<file path="src/mtb_pkg.sv">
// Purpose: Shared constants and types of the master time base block
// Assumes: 16-bit register port, word index addressing
// Notes: Register indices are local to this block
`default_nettype none

package mtb_pkg;

  // ==========================================================
  // Bus widths
  localparam int MTB_ADDR_W = 4;
  localparam int MTB_DATA_W = 16;

  // ==========================================================
  // Register indices
  localparam logic [3:0] MTB_REG_PRIMARY_CONTROL = 4'h0;
  localparam logic [3:0] MTB_REG_PRIMARY_CLOCK_DIVIDER = 4'h1;
  localparam logic [3:0] MTB_REG_PRIMARY_PERIOD = 4'h2;
  localparam logic [3:0] MTB_REG_PRIMARY_SPECIAL_EVENT_COMPARE = 4'h3;
  localparam logic [3:0] MTB_REG_SECONDARY_TIMEBASE_CONTROL = 4'h4;
  localparam logic [3:0] MTB_REG_SECONDARY_CLOCK_DIVIDER = 4'h5;
  localparam logic [3:0] MTB_REG_SECONDARY_PERIOD = 4'h6;
  localparam logic [3:0] MTB_REG_SECONDARY_SPECIAL_EVENT_COMPARE = 4'h7;
  localparam logic [3:0] MTB_REG_CHOP_CLOCK_GENERATOR = 4'h8;
  localparam logic [3:0] MTB_REG_MASTER_DUTY_CYCLE = 4'h9;

  // ==========================================================
  // Field positions
  localparam int MTB_ENABLE_BIT = 15;
  localparam int MTB_CHOP_EN_BIT = 15;
  localparam int MTB_CHOP_DIV_MSB = 9;
  localparam int MTB_CHOP_DIV_LSB = 3;
  localparam int MTB_CMP_LSB = 3;
  localparam int MTB_PRESC_W = 3;

  // ==========================================================
  // Reset values and codes
  localparam logic [15:0] MTB_PERIOD_RESET = 16'hFFF8;
  localparam logic [15:0] MTB_DUTY_RESET = 16'h0000;
  localparam logic [12:0] MTB_CMP_RESET = 13'h0000;
  localparam logic [2:0] MTB_PRESC_RESET = 3'h0;
  localparam logic [2:0] MTB_PRESC_RESERVED = 3'h7;
  localparam logic [2:0] MTB_SYNC_SRC_LAST = 3'h3;

  // ==========================================================
  // Secondary control register layout
  typedef struct packed {
    logic [2:0] unused;
    logic special_event_pending;
    logic special_event_irq_enable;
    logic immediate_period_update;
    logic sync_polarity_invert;
    logic sync_output_enable;
    logic external_sync_enable;
    logic [2:0] sync_source_sel;
    logic [3:0] special_event_postscale;
  } mtb_sec_ctrl_t;

  localparam mtb_sec_ctrl_t MTB_SEC_CTRL_RESET = 16'h0000;

endpackage

`default_nettype wire

</file>
<file path="src/mtb_master_time_base.sv">
// Purpose: Primary and secondary master time bases with chop clock
// Assumes: Sync inputs synchronous to clk; one register port
// Notes: Secondary pending flag is cleared by the acknowledge input
//
// Overview of operation
// - Prescaler divides by 1 to 64, default 1
// - Secondary has own independent prescaler field
// - Primary period 16-bit, resets to 0xFFF8
// - Primary compare holds bits 15-3, low zero
// - Secondary compare holds bits 15-3, low zero
// - Pending bit set by hardware, not writable
// - Enable bit gates secondary special event interrupt
// - Immediate bit chooses write-time or boundary update
// - Polarity bit inverts sync input and output
// - Sync output driven only when enabled
// - External sync restarts secondary base when enabled
// - Source field selects inputs 1 to 4
// - Postscaler passes one of N+1 events
// - Secondary period 16-bit, resets to 0xFFF8
// - Chop generator runs only when enabled
// - Chop half period is divider plus one steps
// - Chop clock driven by primary prescaler
// - Master duty 16-bit, cleared at reset
// - Duty resolution coarsens near period edges; this block passes the full value on
// - Module enable runs prescalers, counters, events and chop; registers and duty output work regardless
`default_nettype none

module mtb_master_time_base
  import mtb_pkg::*;
#(
  parameter int NUM_SYNC_IN = 4
) (
  input wire logic clk,
  input wire logic reset_n,
  input wire logic [MTB_ADDR_W-1:0] addr,
  input wire logic [MTB_DATA_W-1:0] wr_data,
  input wire logic wr_en,
  input wire logic rd_en,
  output logic [MTB_DATA_W-1:0] rd_data,
  input wire logic [NUM_SYNC_IN-1:0] external_sync_input,
  input wire logic special_event_ack,
  output logic secondary_sync_output,
  output logic secondary_sync_output_oe,
  output logic [15:0] primary_master_counter,
  output logic [15:0] secondary_master_counter,
  output logic primary_special_event,
  output logic secondary_special_event_trigger,
  output logic secondary_special_event_irq,
  output logic chop_clock,
  output logic [15:0] master_duty_cycle
);

  // ==========================================================
  // Prescaler terminal count
  function automatic logic [5:0] presc_max(input logic [2:0] sel);
    logic [5:0] m;
    m = 6'h00;
    case (sel)
      3'h0: m = 6'h00;
      3'h1: m = 6'h01;
      3'h2: m = 6'h03;
      3'h3: m = 6'h07;
      3'h4: m = 6'h0F;
      3'h5: m = 6'h1F;
      3'h6: m = 6'h3F;
      // Reserved code falls back to divide by 1
      MTB_PRESC_RESERVED: m = 6'h00;
    endcase
    return m;
  endfunction

  // ==========================================================
  // Register storage
  logic module_enable_q;
  logic [2:0] pri_presc_q;
  logic [2:0] sec_presc_q;
  logic [15:0] pri_period_q;
  logic [15:0] sec_period_q;
  logic [12:0] pri_cmp_q;
  logic [12:0] sec_cmp_q;
  mtb_sec_ctrl_t sec_ctrl_q;
  logic special_event_pending_q;
  logic chop_generator_enable_q;
  logic [6:0] chop_div_q;
  logic [15:0] master_duty_q;
  logic [15:0] rd_data_q;

  // ==========================================================
  // Address decode
  wire wr_pctl = wr_en && (addr == MTB_REG_PRIMARY_CONTROL);
  wire wr_pdiv = wr_en && (addr == MTB_REG_PRIMARY_CLOCK_DIVIDER);
  wire wr_pper = wr_en && (addr == MTB_REG_PRIMARY_PERIOD);
  wire wr_pcmp = wr_en && (addr == MTB_REG_PRIMARY_SPECIAL_EVENT_COMPARE);
  wire wr_sctl = wr_en && (addr == MTB_REG_SECONDARY_TIMEBASE_CONTROL);
  wire wr_sdiv = wr_en && (addr == MTB_REG_SECONDARY_CLOCK_DIVIDER);
  wire wr_sper = wr_en && (addr == MTB_REG_SECONDARY_PERIOD);
  wire wr_scmp = wr_en && (addr == MTB_REG_SECONDARY_SPECIAL_EVENT_COMPARE);
  wire wr_chop = wr_en && (addr == MTB_REG_CHOP_CLOCK_GENERATOR);
  wire wr_mdc = wr_en && (addr == MTB_REG_MASTER_DUTY_CYCLE);

  // ==========================================================
  // Configuration registers
  always_ff @(posedge clk or negedge reset_n) begin
    if (!reset_n) begin
      module_enable_q <= 1'b0;
      pri_presc_q <= MTB_PRESC_RESET;
      sec_presc_q <= MTB_PRESC_RESET;
      pri_period_q <= MTB_PERIOD_RESET;
      sec_period_q <= MTB_PERIOD_RESET;
      pri_cmp_q <= MTB_CMP_RESET;
      sec_cmp_q <= MTB_CMP_RESET;
      sec_ctrl_q <= MTB_SEC_CTRL_RESET;
      chop_generator_enable_q <= 1'b0;
      chop_div_q <= 7'h00;
      master_duty_q <= MTB_DUTY_RESET;
    end else begin
      if (wr_pctl) module_enable_q <= wr_data[MTB_ENABLE_BIT];
      if (wr_pdiv) pri_presc_q <= wr_data[MTB_PRESC_W-1:0];
      if (wr_sdiv) sec_presc_q <= wr_data[MTB_PRESC_W-1:0];
      if (wr_pper) pri_period_q <= wr_data;
      if (wr_sper) sec_period_q <= wr_data;
      if (wr_pcmp) pri_cmp_q <= wr_data[15:MTB_CMP_LSB];
      if (wr_scmp) sec_cmp_q <= wr_data[15:MTB_CMP_LSB];
      if (wr_sctl) begin
        // Pending and unused bits ignore software writes
        sec_ctrl_q <= {4'h0, wr_data[11:0]};
      end
      if (wr_chop) begin
        chop_generator_enable_q <= wr_data[MTB_CHOP_EN_BIT];
        chop_div_q <= wr_data[MTB_CHOP_DIV_MSB:MTB_CHOP_DIV_LSB];
      end
      if (wr_mdc) master_duty_q <= wr_data;
    end
  end

  // ==========================================================
  // Input prescalers
  logic [5:0] pri_pcnt_q;
  logic [5:0] sec_pcnt_q;
  wire pri_tick = module_enable_q && (pri_pcnt_q == presc_max(pri_presc_q));
  wire sec_tick = module_enable_q && (sec_pcnt_q == presc_max(sec_presc_q));

  always_ff @(posedge clk or negedge reset_n) begin
    if (!reset_n) begin
      pri_pcnt_q <= 6'h00;
      sec_pcnt_q <= 6'h00;
    end else begin
      pri_pcnt_q <= (!module_enable_q || pri_tick) ? 6'h00 : pri_pcnt_q + 6'h01;
      sec_pcnt_q <= (!module_enable_q || sec_tick) ? 6'h00 : sec_pcnt_q + 6'h01;
    end
  end

  // ==========================================================
  // External sync selection and edge detect
  wire src_valid = (sec_ctrl_q.sync_source_sel <= MTB_SYNC_SRC_LAST);
  wire [1:0] src_idx = sec_ctrl_q.sync_source_sel[1:0];
  wire sync_raw = src_valid && external_sync_input[src_idx];
  wire sync_level = sync_raw ^ sec_ctrl_q.sync_polarity_invert;
  logic sync_level_q;
  wire sync_evt = module_enable_q && sec_ctrl_q.external_sync_enable && src_valid
                  && sync_level && !sync_level_q;

  // ==========================================================
  // Primary master counter
  logic [15:0] pri_cnt_q;
  logic [15:0] pri_per_act_q;
  wire pri_wrap = pri_tick && (pri_cnt_q >= pri_per_act_q);

  always_ff @(posedge clk or negedge reset_n) begin
    if (!reset_n) begin
      pri_cnt_q <= 16'h0000;
      pri_per_act_q <= MTB_PERIOD_RESET;
    end else begin
      if (!module_enable_q) begin
        pri_cnt_q <= 16'h0000;
        pri_per_act_q <= pri_period_q;
      end else if (pri_wrap) begin
        pri_cnt_q <= 16'h0000;
        pri_per_act_q <= pri_period_q;
      end else if (pri_tick) begin
        pri_cnt_q <= pri_cnt_q + 16'h0001;
      end
    end
  end

  // ==========================================================
  // Secondary master counter
  logic [15:0] sec_cnt_q;
  logic [15:0] sec_per_act_q;
  wire sec_wrap = sec_tick && (sec_cnt_q >= sec_per_act_q);
  wire sec_boundary = sec_wrap || sync_evt;

  always_ff @(posedge clk or negedge reset_n) begin
    if (!reset_n) begin
      sec_cnt_q <= 16'h0000;
      sec_per_act_q <= MTB_PERIOD_RESET;
      sync_level_q <= 1'b0;
    end else begin
      sync_level_q <= sync_level;
      if (!module_enable_q || sync_evt || sec_wrap) begin
        sec_cnt_q <= 16'h0000;
      end else if (sec_tick) begin
        sec_cnt_q <= sec_cnt_q + 16'h0001;
      end
      if (wr_sper && sec_ctrl_q.immediate_period_update) begin
        sec_per_act_q <= wr_data;
      end else if (sec_boundary || !module_enable_q) begin
        sec_per_act_q <= sec_period_q;
      end
    end
  end

  // ==========================================================
  // Special events and postscaler
  wire pri_match = pri_tick && (pri_cnt_q == {pri_cmp_q, 3'h0});
  wire sec_match = sec_tick && (sec_cnt_q == {sec_cmp_q, 3'h0});
  logic [3:0] ps_cnt_q;
  wire ps_hit = sec_match && (ps_cnt_q == sec_ctrl_q.special_event_postscale);
  logic pri_event_q;
  logic sec_trig_q;

  always_ff @(posedge clk or negedge reset_n) begin
    if (!reset_n) begin
      ps_cnt_q <= 4'h0;
      pri_event_q <= 1'b0;
      sec_trig_q <= 1'b0;
      special_event_pending_q <= 1'b0;
    end else begin
      pri_event_q <= pri_match;
      sec_trig_q <= ps_hit;
      if (!module_enable_q || ps_hit) begin
        ps_cnt_q <= 4'h0;
      end else if (sec_match) begin
        ps_cnt_q <= ps_cnt_q + 4'h1;
      end
      // Set beats acknowledge so a back-to-back event is kept
      if (ps_hit) begin
        special_event_pending_q <= 1'b1;
      end else if (special_event_ack) begin
        special_event_pending_q <= 1'b0;
      end
    end
  end

  // ==========================================================
  // Secondary sync output
  logic sync_out_q;
  always_ff @(posedge clk or negedge reset_n) begin
    if (!reset_n) begin
      sync_out_q <= 1'b0;
    end else begin
      sync_out_q <= sec_boundary ^ sec_ctrl_q.sync_polarity_invert;
    end
  end

  // ==========================================================
  // Chop clock generator
  logic [6:0] chop_cnt_q;
  logic chop_q;
  wire chop_run = chop_generator_enable_q && module_enable_q;

  always_ff @(posedge clk or negedge reset_n) begin
    if (!reset_n) begin
      chop_cnt_q <= 7'h00;
      chop_q <= 1'b0;
    end else if (!chop_run) begin
      chop_cnt_q <= 7'h00;
      chop_q <= 1'b0;
    end else if (pri_tick) begin
      // Primary prescaler drives the chop step
      if (chop_cnt_q >= chop_div_q) begin
        chop_cnt_q <= 7'h00;
        chop_q <= !chop_q;
      end else begin
        chop_cnt_q <= chop_cnt_q + 7'h01;
      end
    end
  end

  // ==========================================================
  // Read path
  wire [15:0] sec_ctrl_rd = {3'h0, special_event_pending_q, sec_ctrl_q[11:0]};
  wire [15:0] chop_rd = {chop_generator_enable_q, 5'h00, chop_div_q, 3'h0};
  wire [15:0] rd_word =
    (addr == MTB_REG_PRIMARY_CONTROL) ? {module_enable_q, 15'h0000} :
    (addr == MTB_REG_PRIMARY_CLOCK_DIVIDER) ? {13'h0000, pri_presc_q} :
    (addr == MTB_REG_PRIMARY_PERIOD) ? pri_period_q :
    (addr == MTB_REG_PRIMARY_SPECIAL_EVENT_COMPARE) ? {pri_cmp_q, 3'h0} :
    (addr == MTB_REG_SECONDARY_TIMEBASE_CONTROL) ? sec_ctrl_rd :
    (addr == MTB_REG_SECONDARY_CLOCK_DIVIDER) ? {13'h0000, sec_presc_q} :
    (addr == MTB_REG_SECONDARY_PERIOD) ? sec_period_q :
    (addr == MTB_REG_SECONDARY_SPECIAL_EVENT_COMPARE) ? {sec_cmp_q, 3'h0} :
    (addr == MTB_REG_CHOP_CLOCK_GENERATOR) ? chop_rd :
    (addr == MTB_REG_MASTER_DUTY_CYCLE) ? master_duty_q :
    16'h0000;

  always_ff @(posedge clk or negedge reset_n) begin
    if (!reset_n) begin
      rd_data_q <= 16'h0000;
    end else begin
      rd_data_q <= rd_en ? rd_word : 16'h0000;
    end
  end

  // ==========================================================
  // Outputs
  assign rd_data = rd_data_q;
  assign primary_master_counter = pri_cnt_q;
  assign secondary_master_counter = sec_cnt_q;
  assign primary_special_event = pri_event_q;
  assign secondary_special_event_trigger = sec_trig_q;
  assign secondary_special_event_irq =
    special_event_pending_q && sec_ctrl_q.special_event_irq_enable;
  assign secondary_sync_output = sync_out_q;
  assign secondary_sync_output_oe = sec_ctrl_q.sync_output_enable;
  assign chop_clock = chop_q;
  // Full LSB passed on; edge coarsening happens in the generators
  assign master_duty_cycle = master_duty_q;

  // ==========================================================
  // Assertions
  property p_presc_div2;
    @(posedge clk) disable iff (!reset_n)
      (module_enable_q && pri_presc_q == 3'h1 && $stable(pri_presc_q) && pri_tick)
      |=> !pri_tick ##1 (pri_tick || !module_enable_q);
  endproperty
  a_presc_div2: assert property (p_presc_div2) else $error("divide by 2 tick spacing wrong");

  property p_pri_cmp_low;
    @(posedge clk) disable iff (!reset_n)
      (rd_en && addr == MTB_REG_PRIMARY_SPECIAL_EVENT_COMPARE) |=> (rd_data[2:0] == 3'h0);
  endproperty
  a_pri_cmp_low: assert property (p_pri_cmp_low) else $error("compare low bits not zero");

  property p_sec_cmp_low;
    @(posedge clk) disable iff (!reset_n)
      (rd_en && addr == MTB_REG_SECONDARY_SPECIAL_EVENT_COMPARE) |=> (rd_data[2:0] == 3'h0);
  endproperty
  a_sec_cmp_low: assert property (p_sec_cmp_low) else $error("secondary compare low bits set");

  property p_pending_set;
    @(posedge clk) disable iff (!reset_n)
      ps_hit |=> special_event_pending_q && secondary_special_event_trigger;
  endproperty
  a_pending_set: assert property (p_pending_set) else $error("pending not set by trigger");

  property p_irq_gate;
    @(posedge clk) disable iff (!reset_n)
      (wr_sctl && !wr_data[11]) |=> !secondary_special_event_irq;
  endproperty
  a_irq_gate: assert property (p_irq_gate) else $error("interrupt not gated by enable");

  property p_immediate;
    @(posedge clk) disable iff (!reset_n)
      (wr_sper && sec_ctrl_q.immediate_period_update) |=> (sec_per_act_q == $past(wr_data));
  endproperty
  a_immediate: assert property (p_immediate) else $error("immediate period not applied");

  property p_sync_oe;
    @(posedge clk) disable iff (!reset_n)
      wr_sctl |=> (secondary_sync_output_oe == $past(wr_data[8]));
  endproperty
  a_sync_oe: assert property (p_sync_oe) else $error("sync output enable mismatch");

  property p_sync_restart;
    @(posedge clk) disable iff (!reset_n)
      sync_evt |=> (secondary_master_counter == 16'h0000);
  endproperty
  a_sync_restart: assert property (p_sync_restart) else $error("sync did not restart counter");

  property p_postscale;
    @(posedge clk) disable iff (!reset_n)
      (sec_match && !ps_hit && module_enable_q) |=> (ps_cnt_q == $past(ps_cnt_q) + 4'h1);
  endproperty
  a_postscale: assert property (p_postscale) else $error("postscaler count wrong");

  property p_chop_off;
    @(posedge clk) disable iff (!reset_n)
      !chop_run |=> !chop_clock;
  endproperty
  a_chop_off: assert property (p_chop_off) else $error("chop clock runs while disabled");

  property p_duty_write;
    @(posedge clk) disable iff (!reset_n)
      wr_mdc |=> (master_duty_cycle == $past(wr_data));
  endproperty
  a_duty_write: assert property (p_duty_write) else $error("master duty not written");

  property p_disabled_idle;
    @(posedge clk) disable iff (!reset_n)
      !module_enable_q |=> (primary_master_counter == 16'h0000) && (pri_pcnt_q == 6'h00);
  endproperty
  a_disabled_idle: assert property (p_disabled_idle) else $error("counter runs while disabled");

  property p_pri_event;
    @(posedge clk) disable iff (!reset_n)
      pri_match |=> primary_special_event;
  endproperty
  a_pri_event: assert property (p_pri_event) else $error("primary special event missing");

  property p_sec_bound;
    @(posedge clk) disable iff (!reset_n)
      (sec_wrap && !sync_evt) |=> (secondary_master_counter == 16'h0000);
  endproperty
  a_sec_bound: assert property (p_sec_bound) else $error("secondary counter did not wrap");

endmodule

`default_nettype wire

</file>
<file path="config.mk">
export PLATFORM = sky130hd
export DESIGN_NAME = mtb_master_time_base
export DESIGN_NICKNAME = d
export VERILOG_FILES = /design/src/mtb_pkg.sv /design/src/mtb_master_time_base.sv
export SDC_FILE = /design/constraint.sdc
export NUM_CORES = 1
export LEC_CHECK = 0
export BUFFER_PORTS_ARGS = -buffer_cell sky130_fd_sc_hd__buf_2
export CAP_MARGIN = 25
export CORE_ASPECT_RATIO = 0.6
export CORE_UTILIZATION = 60
export DETAILED_ROUTE_END_ITERATION = 6
export GPL_ROUTABILITY_DRIVEN = 0
export GPL_TIMING_DRIVEN = 0
export PLACE_DENSITY = 0.8
export SYNTH_ARGS = -nofsm -noshare
export SYNTH_HDL_FRONTEND = slang
export SYNTH_SLANG_ARGS = --single-unit
</file>
<file path="constraint.sdc">
create_clock -name clk -period 5.1 [get_ports clk]
set_input_delay 0 -clock clk [delete_from_list [all_inputs] [get_ports clk]]
set_output_delay 0 -clock clk [all_outputs]
set_load 0.005 [all_outputs]
</file>
==> summary by stage <==
Status
The run finished with clean final reports.

Die
The floorplan step set the die height to 109 um. The number of I/O pins is 99. The total number of placement rows is 38. The core footprint is 0.0184 mm^2. The floorplan die width is 180 um. The die covers 0.0196 mm^2. For this configuration, the core starts out at a cell density of 0.623.

Critical path
Counting cells, the worst reg-to-reg path comes to 10. The beginning of the worst register-to-register path is pri_per_act_q[15]$_DFFE_PN1P_. Tracing the worst setup path back leads to its startpoint at pri_per_act_q[15]$_DFFE_PN1P_. In this design, the stage delay of the slowest critical-path cell is 0.52 ns. Traced cell by cell, the critical path runs through inv_1 -> ha_1 -> and3_1 -> a221oi_1 -> o21ai_0 -> a211o_1 -> clkbuf_1 -> nor2_1 -> buf_2 -> mux2_2.

The maximum fanout along the worst path is 10. STA classifies the critical path endpoint as a flop. The capture instance of the worst register-to-register path is primary_master_counter[0]$_DFFE_PN0P_. Data on the critical path arrives at its endpoint at 3.46 ns. The endpoint of the most critical setup path is primary_master_counter[0]$_DFFE_PN0P_. The slowest stage of the critical path is the dfstp_2 cell. Data on the critical path is required at its endpoint by 5.54 ns. Across all register-to-register paths, the minimum setup slack is 2.08 ns. The worst setup path category is flop to flop.

STA classifies the critical path startpoint as a flop.

Yosys
The synthesized netlist occupies a cell area of 0.0114 mm^2. The cell count after synthesis is 1085. The net count after synthesis is 1169.

The count of unique library cells instantiated by Yosys is 66. The commonest register cell after synthesis is dfrtp_1. Counting flops with a built-in enable in the synthesized netlist gives 0. The average footprint of a synthesized cell is 10.5 um^2. Of the synthesized area, sequential elements account for 0.466. The proportion of synthesized flip-flops having asynchronous set or reset is 1.00.

The number of warnings reported in the yosys synthesis log is 0. Counting flops and latches in the post-synthesis netlist gives 210.

Detailed routing
The iteration count of the initial detailed-routing pass is 6. The detailed router finished its first iteration with 1186 violations. The post-route DRC violation count is 0. The final wirelength is 32000 um. In this run the remaining antenna-violating nets after routing total 0.

The final route contains 9463 vias. The wire length per cell is 21.6 um. Dividing the detail-routed via count by the number of cells gives 6.39.

GRT
Entering global routing, the biggest net connects 115 pins. The total overflow reported by the global router is 0. The all-layer global routing usage is 0.330. The first global-routing pass estimated 49900 um of wire. The number of antenna violations at the first check in global routing came to 0. The via count of the first global-routing pass is 8988.

STA
Of the available clock period, the critical path in the final layout requires 0.592. The worst pin sits at a relative slew slack of 0.319. The clock arrives with 0.00837 ns of skew. The top achievable clock speed is 331 MHz.

The transition time of the tightest slew-check pin is 1.02 ns. The number of failing setup endpoints in the final timing report is 0. In the final timing run, aggregate negative setup slack is 0 ns. Setup repair after global routing left no endpoint under its margin. The time the worst path needs with I/O delays and setup is 3.02 ns. The final-report max-slew violation count was 0.

The total count of hold-check failures in the final report is 0.

Clock tree
The clock insertion delay at the later pin of the skew report is 0.50 ns. CTS built an H-tree with a depth of 1. The tree is rooted in a clkbuf_16. For this design, the sink count on the clock tree is 210. TritonCTS built the clock tree.

The longest clock path from root to sink contains 3 buffers. The number of clock buffers inserted by TritonCTS is 20. The clock slew at the register clock pins of the worst setup and hold paths is 0.07 ns.

Pwr
The share of power burned in the clock network is 0.275. The largest voltage drop on the vdd net is 0.262 mV. For this design the total switching power over the nets is 1.75 mW. Cell internal power was estimated by the tool at 3.54 mW.

The share of total power dissipated in combinational logic is 0.278. The switching part of the total power is 0.331. In this run the power density over the cells is 404 mW/mm^2. The part of the total power dissipated in sequential elements is 0.447. The total power consumption of the routed design is 5.29 mW. The leakage power summed over all cells is 5.95 nW.

Placed design
Port buffering added 97 buffers. The placed wire-length estimate after detailed placement is 23200 um.

Cells and area
Once layout is complete, the utilization of the core stands at 0.714. 0 antenna diodes ended up in the layout. The number of nets in the layout is 1311. The area growth from synthesis to layout is 14.6%. The share of layout cells above drive strength 1 is 0.247.

Job
Across the run, the number of max-cap violations was 0.

Worst hold path
The tightest min-delay check is of the input port to flop type.
## cells in the mapped netlist (3+ instances only)
library cell | n | area, um^2
and4_1 | 3 | 26.3
nand3b_1 | 4 | 30.0
a21o_1 | 13 | 97.6
or4_1 | 5 | 37.5
nand2_1 | 63 | 236
xnor2_1 | 37 | 324
o22a_1 | 15 | 131
o21ai_0 | 66 | 330
a31oi_1 | 7 | 43.8
mux2_2 | 92 | 1040
dfstp_2 | 52 | 1370
nand3_1 | 41 | 205
nand2b_1 | 11 | 68.8
or3b_2 | 4 | 35.0
buf_2 | 12 | 60.1
nor3b_1 | 4 | 30.0
a211oi_1 | 11 | 82.6
nor2b_1 | 13 | 81.3
o31ai_1 | 18 | 135
or3_1 | 11 | 68.8
inv_1 | 62 | 233
or2_2 | 3 | 18.8
mux2i_1 | 34 | 340
nor3_1 | 10 | 50.1
o21a_1 | 16 | 120
nor4_1 | 5 | 31.3
a21oi_1 | 45 | 225
a221o_1 | 3 | 30.0
a22oi_1 | 4 | 30.0
o22ai_1 | 11 | 68.8
and2_1 | 4 | 25.0
nand4_1 | 11 | 68.8
a22o_1 | 16 | 140
dfrtp_1 | 158 | 3950
a211o_1 | 4 | 35.0
xor2_1 | 13 | 114
and3_1 | 12 | 75.1
ha_1 | 55 | 688
clkbuf_1 | 32 | 120
nor2_1 | 69 | 259
a221oi_1 | 3 | 26.3
## registers in the layout, summed over array words and instances, names as in the netlist, 3 cells and up
signal                    cells
rd_data                      16
sec_ctrl_q                   11
primary_master_counter       16
sec_pcnt_q                    6
pri_period_q                 16
secondary_master_counter     16
sec_per_act_q                16
pri_pcnt_q                    6
pri_cmp_q                    13
chop_div_q                    7
sec_period_q                 16
sec_presc_q                   3
pri_presc_q                   3
pri_per_act_q                16
ps_cnt_q                      4
master_duty_cycle            16
chop_cnt_q                    7
sec_cmp_q                    13
## how the worst min path moves through the flow
stage | slack, ns | depth (start not counted) | startpoint | endpoint
after detailed placement | 0.09 | 1 | reset_n | pri_pcnt_q[4]$_DFF_PN0_
after global routing | 0.09 | 4 | wr_en | sec_per_act_q[14]$_DFFE_PN1P_
after global placement | 0.27 | 3 | special_event_ack | special_event_pending_q$_DFFE_PN0P_
final | 0.07 | 4 | wr_en | sec_per_act_q[14]$_DFFE_PN1P_
after CTS | 0.06 | 4 | wr_en | sec_per_act_q[14]$_DFFE_PN1P_
after floorplan | -0.30 | 0 | reset_n | chop_clock$_DFFE_PN0P_
## critical path, delay by kind of cell, from the launching register on
kind / cells / cell delay [ns]
AOI/OAI and AO/OA: 3 / 0.83
buffers and inverters: 3 / 0.59
and+or+nand+nor: 2 / 0.57
DFF: 1 / 0.52
adders and majority gates: 1 / 0.28
muxes: 1 / 0.18
## cell type report
type                            count  area (um^2)
Clock inverter                      5         25.0
Multi-Input combinational cell    764         5660
Timing Repair Buffer              120          741
Sequential cell                   210         5320
Clock buffer                       31          603
Tap cell                          240          300
Inverter                           63          236
Fill cell                        1346         5260
Buffer                             48          210
## per-stage QoR
| stage | hold WS (ns) | setup WS, ns | cell area (um^2) | std cells |
|---|---|---|---|---|
| global route | 0.0942 | 1.94 | 13100 | 1481 |
| detailed placement | 0.0862 | 2.15 | 12300 | 1423 |
| floorplan | -0.296 | 2.75 | 11400 | 1085 |
| finish | 0.0738 | 2.08 | 13100 | 1481 |
| global placement | 0.270 | 0.548 | 12200 | 1422 |
| CTS | 0.0641 | 2.14 | 13100 | 1480 |
## metal layers
metal,share of wire,global-route usage,up-vias
met5,0,0,-
met4,0.013,0.0543,0
met3,0.12,0.0835,46
met2,0.42,0.478,529
met1,0.45,0.502,4706
li1,-,-,4182
## power groups by stage
stage	combinational [mW]	sequential [mW]	clock, mW
after floorplan	0.980	2.30	0
after global placement	1.34	2.37	0
after detailed placement	1.42	2.38	0
after CTS	1.45	2.36	1.47
after global routing	1.62	2.40	1.54
final	1.47	2.37	1.46
## cells in the final DEF (no fill, tap or decap), types with 10 or more instances in the layout
master / Yosys / final
o22a_1: 15 / 15
dlygate4sd3_1: 0 / 21
nand3_1: 41 / 41
nor3_1: 10 / 10
nand4_1: 11 / 11
a211oi_1: 11 / 11
o22ai_1: 11 / 11
dfrtp_1: 158 / 158
o21ai_0: 66 / 66
mux2_2: 92 / 92
ha_1: 55 / 55
a22o_1: 16 / 16
dfstp_2: 52 / 52
xnor2_1: 37 / 37
mux2i_1: 34 / 34
a21oi_1: 45 / 45
inv_1: 62 / 62
clkbuf_1: 32 / 38
or3_1: 11 / 11
a21o_1: 13 / 13
and3_1: 12 / 12
nand2_1: 63 / 63
nand2b_1: 11 / 11
xor2_1: 13 / 13
o31ai_1: 18 / 18
nor2_1: 69 / 69
buf_2: 12 / 108
nor2b_1: 13 / 13
o21a_1: 16 / 16
clkbuf_16: 0 / 21
## cells by family (layout without fill, tap and decap cells)
logic type,after synthesis,in the layout,share of synthesized area
compound gates,252,252,0.151
xor+xnor,50,50,0.0383
fa+ha+maj,55,55,0.0602
buf+inv,111,267,0.0391
flops,210,210,0.466
mux,127,127,0.122
simple gates,280,280,0.123
## what timing repair did
item                      CTS  global route
hold buffers               21             0
resized for setup           0             0
buffers inserted            0             0
hold endpoints to repair  219             0
No activity file was read; power rests on OpenSTA's default activity.
